--- src/hw/sfm_cfg.svh ---
// Purpose: constants of the silence flag, flexible pin and motor drive block
// Assumes: 200 MHz system clock, speed factor 1 by default
// Notes: times are given in their own unit, cycle counts derive from them
`ifndef SFM_CFG_SVH
`define SFM_CFG_SVH

`define SFM_CLK_HZ 200000000
// register indices on the plain register port
`define SFM_ADDR_W 5
`define SFM_REG_STAT_SEL 5'h02
`define SFM_REG_MOTOR_MODE 5'h06
`define SFM_REG_FLEX_LOW 5'h0C
`define SFM_REG_FLEX_HIGH 5'h0D
`define SFM_REG_AUDIO_CFG 5'h0E
`define SFM_REG_STATUS 5'h10
// flex_pin_config_low fields
`define SFM_FL_EXT_OFFTRACK 0
`define SFM_FL_OUT3_LO 1
`define SFM_FL_OUT3_HI 2
`define SFM_FL_TWO_PIN 3
// flex_pin_config_high values
`define SFM_FH_FOUR_LINE 4'h0
`define SFM_FX_SUBCODE 2'h1
`define SFM_FX_ZERO 2'h2
`define SFM_FX_ONE 2'h3
`define SFM_FX_DEEMPH 2'h1
// reset values
`define SFM_FLEX_LOW_RST 4'h0
`define SFM_FLEX_HIGH_RST 4'hA
`define SFM_MOTOR_MODE_RST 2'h0
`define SFM_STAT_SEL_RST 2'h0
// timing
`define SFM_SILENCE_MS 250
`define SFM_SILENCE_CYC ((`SFM_CLK_HZ / 1000) * `SFM_SILENCE_MS)
`define SFM_PDM_KHZ 1000
`define SFM_PDM_CYC (`SFM_CLK_HZ / (`SFM_PDM_KHZ * 1000))
`define SFM_PWM_HZ_X100 2205000
`define SFM_PWM_CYC ((`SFM_CLK_HZ / `SFM_PWM_HZ_X100) * 100 + ((`SFM_CLK_HZ % `SFM_PWM_HZ_X100) * 100) / `SFM_PWM_HZ_X100)
`define SFM_CDV_HZ 300
`define SFM_CDV_CYC (`SFM_CLK_HZ / `SFM_CDV_HZ)
// motor arithmetic
`define SFM_FIFO_GAIN 8
`define SFM_FIFO_SPAN 20
`define SFM_FIFO_HALF_OFS 12
`define SFM_DEMAND_MAX 127

`endif

--- src/hw/sfm_pkg.sv ---
// Purpose: types of the silence flag, flexible pin and motor drive block
// Assumes: constants live in sfm_cfg.svh
// Notes: whole module state is one packed struct
package sfm_pkg;

  typedef enum logic [1:0] {
    SFM_MOTOR_PDM,
    SFM_MOTOR_PWM2,
    SFM_MOTOR_PWM4,
    SFM_MOTOR_FIFO_POS
  } sfm_motor_mode_t;

  typedef struct packed {
    logic valid;
    logic [15:0] left;
    logic [15:0] right;
  } sfm_audio_t;

  typedef struct packed {
    logic [1:0] flex_in_one;
    logic [1:0] flex_in_two;
    logic [3:0] flex_low;
    logic [3:0] flex_high;
    sfm_motor_mode_t motor_mode;
    logic [1:0] stat_sel;
    logic audio_off;
    logic left_zero_run;
    logic right_zero_run;
    logic [31:0] left_cnt;
    logic [31:0] right_cnt;
    logic left_silent;
    logic right_silent;
    logic [7:0] pdm_div;
    logic [8:0] pdm_acc;
    logic [31:0] pwm_cnt;
    logic [31:0] cdv_cnt;
    logic silence_flag_n;
    logic flex_output_three;
    logic flex_output_four;
    logic flex_output_five;
    logic motor_drive_a;
    logic motor_drive_b;
    logic off_track;
    logic decoder_status;
    logic [7:0] rdata;
  } sfm_state_t;

endpackage

--- src/hw/sfm_top.sv ---
// Purpose: silence flags, five flexible pins and spindle motor output stage
// Assumes: audio words, mute, rom mode and motor inputs come from logic on clk_sys
// Notes: flex pins one and two are asynchronous and pass two flip-flops
`timescale 1ns/1ps
`include "sfm_cfg.svh"

// Contract
// - all-zero or all-ones word counts as silent
// - flag low after 250 ms continuous silence
// - mute or rom mode forces flags low
// - single-pin flag needs both channels silent
// - two-pin: left on main, right on three
// - audio off disables detection, pins stay driven
// - input one selects external or internal off-track
// - input two readable via status select or status register
// - output three: right flag, zero or one
// - high config zero selects four-line; else output four
// - output five: de-emphasis, zero or one
// - four motor modes selected by mode field
// - motor demand from fifo fill and speed
// - pdm 50 percent means no drive
// - pdm second output inverts first, 1 MHz edges
// - pwm accel on first, brake on second
// - four-line mode uses outputs four and five
// - fifo-position mode: half full gives 60 percent
module sfm_top #(
  parameter int SPEED_N = 1,
  parameter int SILENCE_CYC = `SFM_SILENCE_CYC,
  parameter int PWM_CYC = `SFM_PWM_CYC / SPEED_N,
  parameter int CDV_CYC = `SFM_CDV_CYC / SPEED_N
) (
  input wire logic clk_sys,
  input wire logic srst,
  input wire logic [`SFM_ADDR_W-1:0] reg_addr,
  input wire logic [7:0] reg_wdata,
  input wire logic reg_wr,
  input wire logic reg_rd,
  output logic [7:0] reg_rdata,
  input wire sfm_pkg::sfm_audio_t audio_in,
  input wire logic audio_mute,
  input wire logic cdrom_mode,
  input wire logic subcode_serial,
  input wire logic deemph_flag,
  input wire logic int_off_track,
  input wire logic signed [4:0] fifo_pos,
  input wire logic signed [7:0] speed_err,
  input wire logic flex_input_one,
  input wire logic flex_input_two,
  output logic silence_flag_n,
  output logic flex_output_three,
  output logic flex_output_four,
  output logic flex_output_five,
  output logic motor_drive_a,
  output logic motor_drive_b,
  output logic off_track,
  output logic decoder_status
);

  localparam logic [7:0] PDM_CYC = 8'(`SFM_PDM_CYC / SPEED_N);

  sfm_pkg::sfm_state_t s_q;
  sfm_pkg::sfm_state_t s_d;

  always_comb
  begin
    logic [15:0] dem_raw;
    logic signed [15:0] dem;
    logic [6:0] mag;
    logic [63:0] thr_pwm;
    logic [63:0] thr_cdv;
    logic [5:0] fill;
    logic pwm_on;
    logic cdv_on;
    logic pdm_tick;
    logic l_quiet;
    logic r_quiet;
    logic kill_force;
    logic [3:0] stat_vec;
    logic want_acc;
    logic want_brk;
    dem_raw = 16'h0000;
    dem = 16'sh0000;
    mag = 7'h00;
    thr_pwm = 64'h0;
    thr_cdv = 64'h0;
    fill = 6'h00;
    pwm_on = 1'b0;
    cdv_on = 1'b0;
    pdm_tick = 1'b0;
    l_quiet = 1'b0;
    r_quiet = 1'b0;
    kill_force = 1'b0;
    stat_vec = 4'h0;
    want_acc = 1'b0;
    want_brk = 1'b0;
    s_d = s_q;

    // pin synchronisers
    s_d.flex_in_one = {s_q.flex_in_one[0], flex_input_one};
    s_d.flex_in_two = {s_q.flex_in_two[0], flex_input_two};

    // register writes
    if (reg_wr)
    begin
      unique case (reg_addr)
        `SFM_REG_FLEX_LOW: s_d.flex_low = reg_wdata[3:0];
        `SFM_REG_FLEX_HIGH: s_d.flex_high = reg_wdata[3:0];
        `SFM_REG_MOTOR_MODE: s_d.motor_mode = sfm_pkg::sfm_motor_mode_t'(reg_wdata[1:0]);
        `SFM_REG_STAT_SEL: s_d.stat_sel = reg_wdata[1:0];
        `SFM_REG_AUDIO_CFG: s_d.audio_off = reg_wdata[0];
        default: s_d.flex_low = s_q.flex_low;
      endcase
    end

    // silence detection per channel
    l_quiet = (audio_in.left == 16'h0000) || (audio_in.left == 16'hFFFF);
    r_quiet = (audio_in.right == 16'h0000) || (audio_in.right == 16'hFFFF);
    if (audio_in.valid)
    begin
      s_d.left_zero_run = l_quiet;
      s_d.right_zero_run = r_quiet;
    end
    if (s_q.audio_off || (audio_in.valid && !l_quiet))
    begin
      s_d.left_cnt = 32'h0;
      s_d.left_silent = 1'b0;
    end
    else if (s_q.left_zero_run || (audio_in.valid && l_quiet))
    begin
      if (s_q.left_cnt >= 32'(SILENCE_CYC - 1))
        s_d.left_silent = 1'b1;
      else
        s_d.left_cnt = s_q.left_cnt + 32'h1;
    end
    if (s_q.audio_off || (audio_in.valid && !r_quiet))
    begin
      s_d.right_cnt = 32'h0;
      s_d.right_silent = 1'b0;
    end
    else if (s_q.right_zero_run || (audio_in.valid && r_quiet))
    begin
      if (s_q.right_cnt >= 32'(SILENCE_CYC - 1))
        s_d.right_silent = 1'b1;
      else
        s_d.right_cnt = s_q.right_cnt + 32'h1;
    end
    if (s_q.audio_off)
    begin
      s_d.left_zero_run = 1'b0;
      s_d.right_zero_run = 1'b0;
    end

    // silence flag pins, always driven
    kill_force = audio_mute || cdrom_mode;
    if (kill_force)
      s_d.silence_flag_n = 1'b0;
    else if (s_q.flex_low[`SFM_FL_TWO_PIN])
      s_d.silence_flag_n = !s_q.left_silent;
    else
      s_d.silence_flag_n = !(s_q.left_silent && s_q.right_silent);

    if (!s_q.flex_low[`SFM_FL_OUT3_LO])
      s_d.flex_output_three = kill_force ? 1'b0 : !s_q.right_silent;
    else
      s_d.flex_output_three = s_q.flex_low[`SFM_FL_OUT3_HI];

    // off-track source and status selection
    s_d.off_track = s_q.flex_low[`SFM_FL_EXT_OFFTRACK] ? s_q.flex_in_one[1] : int_off_track;
    stat_vec = {s_q.right_silent, s_q.left_silent, s_q.flex_in_two[1], s_q.flex_in_one[1]};
    s_d.decoder_status = stat_vec[s_q.stat_sel];

    // motor demand, saturated to seven bits of magnitude
    dem_raw = 16'($signed(fifo_pos) * `SFM_FIFO_GAIN + $signed(speed_err));
    dem = $signed(dem_raw);
    if (dem > 16'sd127)
      dem = 16'sd127;
    else if (dem < -16'sd127)
      dem = -16'sd127;
    mag = dem[15] ? 7'(-dem) : dem[6:0];
    // demand direction, shared by every leg of the bridge
    want_acc = !dem[15] && (mag != 7'h00);
    want_brk = dem[15];

    // pulse density modulator on a 1 MHz enable
    if (s_q.pdm_div >= PDM_CYC - 8'h01)
    begin
      s_d.pdm_div = 8'h00;
      pdm_tick = 1'b1;
    end
    else
      s_d.pdm_div = s_q.pdm_div + 8'h01;
    if (pdm_tick)
      s_d.pdm_acc = {1'b0, s_q.pdm_acc[7:0]} + {1'b0, dem[7:0] + 8'h80};

    // pwm carriers
    s_d.pwm_cnt = (s_q.pwm_cnt >= 32'(PWM_CYC - 1)) ? 32'h0 : s_q.pwm_cnt + 32'h1;
    s_d.cdv_cnt = (s_q.cdv_cnt >= 32'(CDV_CYC - 1)) ? 32'h0 : s_q.cdv_cnt + 32'h1;
    thr_pwm = (64'(mag) * 64'(PWM_CYC)) >> 7;
    pwm_on = 64'(s_q.pwm_cnt) < thr_pwm;
    fill = 6'($signed(fifo_pos) + `SFM_FIFO_HALF_OFS);
    thr_cdv = (64'(fill) * 64'(CDV_CYC)) / `SFM_FIFO_SPAN;
    cdv_on = 64'(s_q.cdv_cnt) < thr_cdv;

    // motor output modes
    unique case (s_q.motor_mode)
      sfm_pkg::SFM_MOTOR_PDM:
      begin
        if (pdm_tick)
          s_d.motor_drive_a = s_d.pdm_acc[8];
        // b tracks a at once, so entering this mode never leaves both legs equal
        s_d.motor_drive_b = !s_d.motor_drive_a;
      end
      sfm_pkg::SFM_MOTOR_PWM2, sfm_pkg::SFM_MOTOR_PWM4:
      begin
        // a leg that was on keeps the other off for one cycle on a sign change
        s_d.motor_drive_a = pwm_on && want_acc && !s_q.motor_drive_b;
        s_d.motor_drive_b = pwm_on && want_brk && !s_q.motor_drive_a;
      end
      sfm_pkg::SFM_MOTOR_FIFO_POS:
      begin
        s_d.motor_drive_a = cdv_on;
        s_d.motor_drive_b = 1'b0;
      end
    endcase

    // outputs four and five
    if (s_q.flex_high == `SFM_FH_FOUR_LINE)
    begin
      if (s_q.motor_mode == sfm_pkg::SFM_MOTOR_PWM4)
      begin
        // break before make on the low-side legs of the bridge
        s_d.flex_output_four = want_acc && !s_q.flex_output_five;
        s_d.flex_output_five = want_brk && !s_q.flex_output_four;
      end
      else
      begin
        s_d.flex_output_four = 1'b0;
        s_d.flex_output_five = 1'b0;
      end
    end
    else
    begin
      unique case (s_q.flex_high[1:0])
        `SFM_FX_SUBCODE: s_d.flex_output_four = subcode_serial;
        `SFM_FX_ZERO: s_d.flex_output_four = 1'b0;
        `SFM_FX_ONE: s_d.flex_output_four = 1'b1;
        default: s_d.flex_output_four = 1'b0;
      endcase
      unique case (s_q.flex_high[3:2])
        `SFM_FX_DEEMPH: s_d.flex_output_five = deemph_flag;
        `SFM_FX_ZERO: s_d.flex_output_five = 1'b0;
        `SFM_FX_ONE: s_d.flex_output_five = 1'b1;
        default: s_d.flex_output_five = 1'b0;
      endcase
    end

    // read data, valid in the cycle after the read strobe
    s_d.rdata = 8'h00;
    if (reg_rd)
    begin
      unique case (reg_addr)
        `SFM_REG_MOTOR_MODE: s_d.rdata = {6'h00, s_q.motor_mode};
        `SFM_REG_STAT_SEL: s_d.rdata = {6'h00, s_q.stat_sel};
        `SFM_REG_AUDIO_CFG: s_d.rdata = {7'h00, s_q.audio_off};
        `SFM_REG_STATUS: s_d.rdata = {4'h0, stat_vec};
        default: s_d.rdata = 8'h00;
      endcase
    end
  end

  always_ff @(posedge clk_sys)
  begin
    if (srst)
    begin
      s_q <= '0;
      s_q.flex_low <= `SFM_FLEX_LOW_RST;
      s_q.flex_high <= `SFM_FLEX_HIGH_RST;
      s_q.motor_mode <= sfm_pkg::sfm_motor_mode_t'(`SFM_MOTOR_MODE_RST);
      s_q.stat_sel <= `SFM_STAT_SEL_RST;
      s_q.silence_flag_n <= 1'b1;
      s_q.flex_output_three <= 1'b1;
      s_q.motor_drive_b <= 1'b1;
      s_q.pdm_acc <= 9'h080;
    end
    else
      s_q <= s_d;
  end

  assign reg_rdata = s_q.rdata;
  assign silence_flag_n = s_q.silence_flag_n;
  assign flex_output_three = s_q.flex_output_three;
  assign flex_output_four = s_q.flex_output_four;
  assign flex_output_five = s_q.flex_output_five;
  assign motor_drive_a = s_q.motor_drive_a;
  assign motor_drive_b = s_q.motor_drive_b;
  assign off_track = s_q.off_track;
  assign decoder_status = s_q.decoder_status;

endmodule

--- config.mk ---
export PLATFORM = sky130hd
export DESIGN_NAME = sfm_top
export DESIGN_NICKNAME = d
export VERILOG_FILES = /design/src/hw/sfm_pkg.sv /design/src/hw/sfm_top.sv
export VERILOG_INCLUDE_DIRS = /design/src /design/src/hw
export SDC_FILE = /design/constraint.sdc
export NUM_CORES = 1
export LEC_CHECK = 0
export BUFFER_PORTS_ARGS = -buffer_cell sky130_fd_sc_hd__buf_4
export CORE_ASPECT_RATIO = 0.5
export CORE_UTILIZATION = 62
export CTS_CLUSTER_SIZE = 12
export DETAILED_ROUTE_END_ITERATION = 16
export GPL_TIMING_DRIVEN = 1
export PLACE_DENSITY = 0.78
export SLEW_MARGIN = 10
export SYNTH_ARGS = -nofsm -noshare
export SYNTH_HDL_FRONTEND = slang
export SYNTH_SLANG_ARGS = --single-unit
export TNS_END_PERCENT = 30
--- constraint.sdc ---
create_clock -name clk_sys -period 30.4 [get_ports clk_sys]
set_input_delay 6.08 -clock clk_sys [delete_from_list [all_inputs] [get_ports clk_sys]]
set_output_delay 6.08 -clock clk_sys [all_outputs]
set_load 0.05 [all_outputs]
Yosys cells after proc, flatten, opt, wreduce, memory -nomap -nowiden
Index checks and enable logic that the tools add are counted.
W data, S select, Z words.
{"block": "classes", "n_div": 1, "mul": 2, "eq_ne": 15, "addsub": 10, "bitwise": 3, "magnitude_cmp": 10, "mux": 20, "reduce_logical": 52}
{"cell": "$add A32 B1 Y32 const B", "n": 4}
{"cell": "$div A26 B5 Y64 const B", "n": 1}
{"cell": "$ge A32 B26 Y1 const B", "n": 2}
{"cell": "$lt A32 B64 Y1", "n": 1}
{"cell": "$eq A16 B16 Y1 const B", "n": 2}
{"cell": "$ge A32 B14 Y1 const B", "n": 1}
{"cell": "$ge A32 B20 Y1 const B", "n": 1}
{"cell": "$logic_not A16 Y1", "n": 2}
{"cell": "$lt A32 B14 Y1", "n": 1}
{"cell": "$mux W16", "n": 2}
{"cell": "$mul A6 B19 Y25 const B", "n": 1}
{"cell": "$mul A7 B13 Y20 const B", "n": 1}
{"cell": "$add A8 B8 Y9", "n": 2}
{"cell": "$reduce_and A2 Y1", "n": 9}
{"cell": "$pmux W4 S4", "n": 1}
{"cell": "$reduce_or A2 Y1", "n": 8}
{"cell": "$eq A5 B4 Y1 const B", "n": 3}
{"cell": "$logic_and A1 B1 Y1", "n": 12}
{"cell": "$logic_not A1 Y1", "n": 11}
{"cell": "$gt A9 B8 Y1 const B", "n": 1}
{"cell": "$lt A9 B8 Y1 const B", "n": 1}
{"cell": "$mux W1", "n": 9}
{"cell": "$mux W9", "n": 1}
{"cell": "$add A8 B1 Y8 const B", "n": 1}
{"cell": "other kinds (20)", "n": 35}
{"block": "word_totals", "input_bits": 70, "reg_bits": 182, "output_inout_bits": 16}

Longest topological paths before layout
Gate-level depths: netlist of the first run.
{"block": "depth", "ltp_word": 11, "ltp_mapped": 99, "ltp_nobuf": 85}

Worst setup path before layout of the first run
No wires, ideal clock.
{"block": "synth_path", "path_kind": "in2reg", "from": "input port fifo_pos[2]", "to": "register s_q, in the netlist motor_drive_a", "arrival_time_ns": 26.382, "path_stages": 86, "required_ns": 30.260, "path_buffers": 7, "path_slack_ns": 3.878, "path_cell_list": "inv_1 -> ha_1 -> xnor2_1 -> ha_1 -> ha_1 -> inv_1 -> fa_1 -> inv_1 -> ha_1 -> a21oi_2 -> nor2b_1 -> a211oi_1 -> a21oi_1 -> o211a_1 -> buf_2 -> buf_2 -> nor2_1 -> inv_1 -> [... 50 more ...] -> and3_4 -> and2_1 -> buf_6 -> nand2_4 -> a221oi_2 -> and4_4 -> nand2_1 -> nor2_1 -> ha_1 -> o21ai_0 -> nand2b_1 -> a31oi_1 -> nor3_1 -> nand3_1 -> a221oi_1 -> nand4_1 -> nor4_1 -> a41oi_1"}
{"block": "synth_between", "elab_chain_len": 11, "word_cells_on_any_way": 24, "classes_between": "add/sub: 5; mul: 2; div: 1; order compare: 4; mux: 7; reduce/logical: 5"}
{"element": "from (decl)", "line": "sfm_top.sv:45", "text": "input wire logic signed [4:0] fifo_pos,"}
{"element": "parallel branches: the longest is 10 deep, another holds $div A26 B5 Y64"}
{"element": "$pmux W2 S3 *", "line": "sfm_top.sv:205", "text": "unique case (s_q.motor_mode)"}
{"element": "to (decl)", "line": "sfm_top.sv:61", "text": "sfm_pkg::sfm_state_t s_q;"}
Mark *: on every way between the ends. The select of a mux whose other input is x is not followed.
A chain may end at the register's enable or synchronous reset.

Final worst setup path of the first run
Same ends and word-level chain as after synthesis.

==> results of run 1 <==
==> stage by stage <==
stage / cells / util / TNS [ps] / hold slack (ps) / setup slack [ps]
after global routing: 3459 / 0.720 / -34.1 / 451 / -34.1
after CTS: 3459 / 0.716 / 0 / 429 / 634
after floorplan: 2836 / - / 0 / 405 / 3880
final: 3459 / 0.720 / 0 / 426 / 1460
after global placement: 3427 / 0.699 / 0 / 413 / 641
after detailed placement: 3427 / 0.699 / 0 / 420 / 272
==> per-layer routing <==
layer / part of all wire / up-vias
li1: - / 10900
met1: 0.45 / 10500
met2: 0.46 / 899
met3: 0.072 / 110
met4: 0.019 / 0
met5: 0 / -
==> worst register-to-register path, stage by stage, from the launching register on <==
cell	delay (ps)
dfxtp_1	320
ha_1	230
fa_1	410
a21o_1	180
a21o_1	200
a21o_1	190
a21oi_1	220
nor2b_1	70
o21ai_0	140
nand3b_1	110
o21ai_0	80
a21oi_1	130
o211a_1	200
o2111ai_1	140
a31oi_1	80
nor3_1	180
buf_4	150
nand3_1	90
a221oi_1	250
nand4_1	130
nor4_1	280
a41oi_1	200
==> final cells by class <==
type / instances / area [sq um]
multi-input combinational: 2431 / 17000
fill: 2766 / 9370
sequential: 177 / 3540
timing repair buffer: 260 / 1950
tap: 441 / 552
inverter: 118 / 443
clock buffer: 18 / 439
clock inverter: 14 / 120
==> sequential cells by signal, indices dropped and copies added (netlist names) <==
signal	flops
reg_rdata	4
flex_output_four	1
off_track	1
s_d	2
silence_flag_n	1
s_q	163
motor_drive_a	1
flex_output_three	1
motor_drive_b	1
flex_output_five	1
decoder_status	1
==> path summary, 6_finish.rpt <==
check	to	startpoint
max	motor_drive_a$_SDFF_PP0_	fifo_pos[2]
min	s_q[162]$_SDFFE_PP0P_	s_q[162]$_SDFFE_PP0P_
max reg2reg	motor_drive_a$_SDFF_PP0_	s_q[80]$_SDFFE_PP0N_
min reg2reg	s_q[162]$_SDFFE_PP0P_	s_q[162]$_SDFFE_PP0P_
==> what timing repair did <==
action                     in CTS  in global routing
hold buffers                    0                  0
setup endpoints to repair       0                  1
setup buffers                   0                  0
gates resized for setup         0                 23
==> cell families (layout without fill, tap and decap cells) <==
group	Yosys count	count (layout)	synth area share
muxes	43	43	0.0215
AOI/OAI and AO/OA	770	770	0.262
and+or+nand+nor	1185	1185	0.294
adders and majority gates	193	193	0.123
xor gates and xnor gates	206	206	0.0866
DFF	177	177	0.167
other	1	34	0.000177
buffers and inverters	228	410	0.0453
==> layout by cell type (no fill, tap or decap), drive strengths merged, types with 33 or more instances in the layout <==
master,count
or2,38
o211ai,36
a21oi,152
buf,260
nand2,227
a21o,49
conb,34
or3,33
nor2,319
nand3,119
a211oi,43
inv,126
xor2,93
dfxtp,177
ha,154
nor3,111
a31oi,50
xnor2,113
and3,44
nand4,59
o21ai,126
nor4,67
==> metrics.cfg, run 1 <==
[setup_path]
crit_family=simple AND/OR/NAND/NOR gates
startpoint_type=input port
arrival_ps=29210
cp_common_cell=buf_4
cp.required_ps=30670
critPathKind=in2reg
crit_buf_inv=18
critical_path.max_fanout=15
rrSetupSlack_ps=26270
crit_path_max_incr_delay_ps=620
cp_num_cells=90
cp-end-kind=register
crit_slowest_cell=or4_1
ff2ff_path_depth=21

[detailed_routing]
ant_nets=0
num_vias=22400
avgViaCountPerCell=6.48
wl_per_cell_um=17.3
drtIter0Drc=2161
drc=0
wl_mm=59.7
drtPass1Iterations=6

[floorplan]
dieArea_sq_um=35000
core_area_sq_um=33400
fp.dieH_um=133
rows=47
ios=86
die_w_um=264
initial_core_util=0.636

[cts]
htree_num_levels=4
cts_buffers=17
cts.sinks=177
tritoncts=done
clockBufferDepth=2
clk_latency_ps=430
clockRootBuffer=clkbuf_16
clk_pin_slew_ps=70

[cells_and_area]
drive_gt1_frac=0.152
syn_to_final_growth_pct=13.2
nNetsFinal=3259
design_area_sq_um=24000
antennaDiodeCount=0

[run]
cap_violations=0

[synthesis]
synth_edf_count=0
netlist_top_cells_area=dfxtp_1 (17%), ha_1 (9.1%), nor2_1 (5.6%)
synth-seq-cells=177
ys_seq_area_frac=0.167
synthCells=2803
netlist_area_sq_um=21200
yosysMostFrequentCell=nor2_1
synth_cell_types=133
yosys.area.top_type=dfxtp_1
synth_common_cells=nor2_1 (315), nand2_1 (225), dfxtp_1 (177)
synth-async-reset-ratio=0
synth_top_area_frac=0.167
ys.flop_type=dfxtp_1
yosysWarnings=0
synth.avg_cell_area_sq_um=7.57

[grt]
groute.usage.overall=0.330
grt_pass1_wl_mm=97.6
grtUsageMet2=0.546
met3_usage=0.0376
antenna_found_initial=2
grt_pass1_vias=20500
overflow=0
use_met1=0.453
top_usage_layer=met2
grt_max_degree=39

[worst_hold_path]
worstHoldPathCells=2
hold_class=reg2reg

[sta]
finalSetupViolCount=0
layout_min_cycle_time_ps=28940
hold_viol=0
fin_crit_sh=0.952
slew-limit-headroom=0.255
skew_ps=6.00
max_freq_ghz=0.0346
slew_violations=0
worst_pin_slew_ps=1110

[placed_design]
dp_hpwl_mm=46.9
gp_congestion=0.961
io_buffers=77
placed_area_sq_um=23300

[run_status]
status=completed

Power of run 1 is not shown: default switching activity piles up to over one toggle a cycle in this logic, so the estimate is an artifact.
==> run 2: changes to the inputs <==
--- a/config.mk
+++ b/config.mk
@@ -8,3 +8,2 @@
 export LEC_CHECK = 0
-export BUFFER_PORTS_ARGS = -buffer_cell sky130_fd_sc_hd__buf_4
 export CORE_ASPECT_RATIO = 0.5
@@ -13,4 +12,5 @@
 export DETAILED_ROUTE_END_ITERATION = 16
+export DONT_BUFFER_PORTS = 1
 export GPL_TIMING_DRIVEN = 1
-export PLACE_DENSITY = 0.78
+export PLACE_DENSITY = 0.76
 export SLEW_MARGIN = 10
==> constraint.sdc (replaced) <==
create_clock -name clk_sys -period 30.4 [get_ports clk_sys]
set_input_delay 1.52 -clock clk_sys [delete_from_list [all_inputs] [get_ports clk_sys]]
set_output_delay 1.52 -clock clk_sys [all_outputs]
set_load 0.05 [all_outputs]
==> run 2 against run 1 <==
Net effect: via count decreased by 4.7%; die area stayed put; clock skew grew 0.50 ps; non-clock buffer count decreased by 242; register-to-register slack got worse by 170 ps; worst setup slack improved by 720 ps; wire length shrank 4.7%; hold slack better by 2.7 ps; sequential share of layout area is 1.3 points higher; first-iteration DRC count fell by 6.3%; cell count shrank 7.0%; maximum frequency up 2.5%; critical path type unchanged; critical endpoint unchanged; largest cell class unchanged.
==> metrics.cfg, run 2 (synthesized netlist as in run 1, its figures left out) <==
[cells_and_area]
syn_to_final_growth_pct=4.30
largest_reg_flops=163  ; unchanged
final-instance-count-excl-fill=3217  ; -7.0%
nNetsFinal=3017  ; -7.4%
top_register=s_q
drive_gt1_frac=0.0717  ; -0.0801
final_common_cell=nor2_1
antennaDiodeCount=0  ; unchanged
final_cell_mix=nor2_1 (315), nand2_1 (225), dfxtp_1 (177)

[setup_path]
crit_slowest_cell=or4_1
critPathKind=in2reg
crit_path_max_incr_delay_ps=800  ; +180 ps
r2r_start=s_q[80]$_SDFFE_PP0N_
cp_num_cells=83  ; -7.8%
worstSetupStartpoint=fifo_pos[2]
ff2ff_path_depth=20  ; -4.8%
cp-end-kind=register
cp_common_cell=ha_1
cp.required_ps=30680  ; about the same
r2r-end=motor_drive_a$_SDFF_PP0_
crit_family=simple AND/OR/NAND/NOR gates
crit_end=motor_drive_a$_SDFF_PP0_
crit_buf_inv=8  ; -10
startpoint_type=input port
arrival_ps=28510  ; -700 ps
rrSetupSlack_ps=26100  ; -170 ps
critical_path.max_fanout=21  ; +6

[sta]
layout_min_cycle_time_ps=28220  ; -715 ps
hold_viol=0  ; unchanged
setup_ws_ps=2180  ; +715 ps
skew_ps=6.50  ; +0.504 ps
slew_violations=0  ; unchanged
setup-tns-final_ps=0  ; unchanged
holdWs_ps=429  ; +2.74 ps
grt_setup_unrepaired=false
slew-limit-headroom=0.270  ; +0.0145
max_freq_ghz=0.0354  ; +2.5%
worst_pin_slew_ps=1100  ; -13.8 ps
fin_crit_sh=0.928  ; -0.0235
finalSetupViolCount=0  ; unchanged

[cts]
tritoncts=done
clockRootBuffer=clkbuf_16
cts.sinks=177  ; unchanged
cts.repair.resized=0  ; unchanged
hold_buffers=0  ; unchanged
clockBufferDepth=2  ; unchanged
cts_setup_buffers=0  ; unchanged
htree_num_levels=4  ; unchanged
clk_pin_slew_ps=70  ; about the same
cts_buffers=17  ; unchanged
clk_latency_ps=430  ; about the same

[grt]
groute.usage.overall=0.318  ; -0.0119
grt_max_degree=39  ; unchanged
overflow=0  ; unchanged
grt_pass1_vias=19600  ; -4.2%
grt_pass1_wl_mm=94.1  ; -3.5%
antenna_found_initial=0  ; -2

[floorplan]
die_w_um=264  ; unchanged
dieArea_sq_um=35000  ; unchanged
initial_core_util=0.636  ; unchanged
rows=47  ; unchanged
ios=86  ; unchanged
fp.dieH_um=133  ; unchanged
core_area_sq_um=33400  ; unchanged

[run_status]
status=completed

[placed_design]
io_buffers=0  ; -100%
gp_congestion=0.942  ; -1.9%
placedCellCount=3185  ; -7.1%
dpl_worst_slack_ps=2160  ; +1890 ps
dp_hpwl_mm=44.3  ; -5.6%

[detailed_routing]
drtPass1Iterations=5  ; -1
ant_nets=0  ; unchanged
num_vias=21400  ; -4.7%
wl_per_cell_um=17.7  ; +2.5%
drtIter0Drc=2024  ; -6.3%
avgViaCountPerCell=6.64  ; +2.4%
drc=0  ; unchanged
wl_mm=56.9  ; -4.7%

[worst_hold_path]
hold_class=reg2reg

[run]
cap_violations=0  ; unchanged

run 2: changes by cell type in the layout (fill, tap and decap cells not counted), sizes merged:
cell,before,now
buf,260,18
bufinv,0,1
clkbuf,18,17
clkinv,5,4
inv,126,127
run 2: worst min path at each step:
| stage | start | to | slack, ps | cells past startpoint |
|---|---|---|---|---|
| floorplan | s_q[130]$_SDFFE_PP0P_ | s_q[130]$_SDFFE_PP0P_ | 400 | 2 |
| global placement | s_q[125]$_SDFFE_PP0P_ | s_q[125]$_SDFFE_PP0P_ | 410 | 2 |
| detailed placement | s_q[130]$_SDFFE_PP0P_ | s_q[130]$_SDFFE_PP0P_ | 410 | 2 |
| CTS | s_q[157]$_SDFFE_PP0P_ | s_q[157]$_SDFFE_PP0P_ | 430 | 2 |
| global route | s_d[181]$_SDFF_PP0_ | s_q[181]$_SDFF_PP0_ | 460 | 1 |
| finish | s_q[157]$_SDFFE_PP0P_ | s_q[157]$_SDFFE_PP0P_ | 430 | 2 |
run 2: worst reg2reg max path, cell delays in order (launching register included):
cell	delay, ps
dfxtp_1	320
ha_1	220
fa_1	420
a21o_1	180
a21o_1	200
a21o_1	180
a21oi_1	220
nor2b_1	70
o21ai_0	180
nand3b_1	120
o21ai_0	130
a21oi_1	150
o211a_1	180
o2111ai_1	130
a31oi_1	70
nor3_1	410
nand3_1	150
a221oi_1	240
nand4_1	130
nor4_1	290
a41oi_1	180
run 2: layer usage:
metal / track usage / vias up / wire, um
met4: 0.0893 / 0 / 1160
met1: 0.430 / 10100 / 26200
met2: 0.523 / 746 / 25600
met3: 0.0514 / 93 / 3930
met5: 0 / - / 0
li1: - / 10400 / -
run 2: metrics by stage:
stage / cell area (sq um) / utilization
CTS: 22100 / 0.662
detailed placement: 21500 / 0.645
floorplan: 21400 / -
global placement: 21500 / 0.645
global route: 22100 / 0.663
finish: 22100 / 0.663
run 2: area by class of cell:
type | instances | area (sq um)
inverters | 118 | 443
repair buffers | 18 | 135
well taps | 441 | 552
multi-input cells | 2431 | 16900
clock inverters | 15 | 163
fillers | 2949 | 11300
flip-flops and latches | 177 | 3540
clock buffers | 17 | 425
Power of run 2 is left out for the same reason.
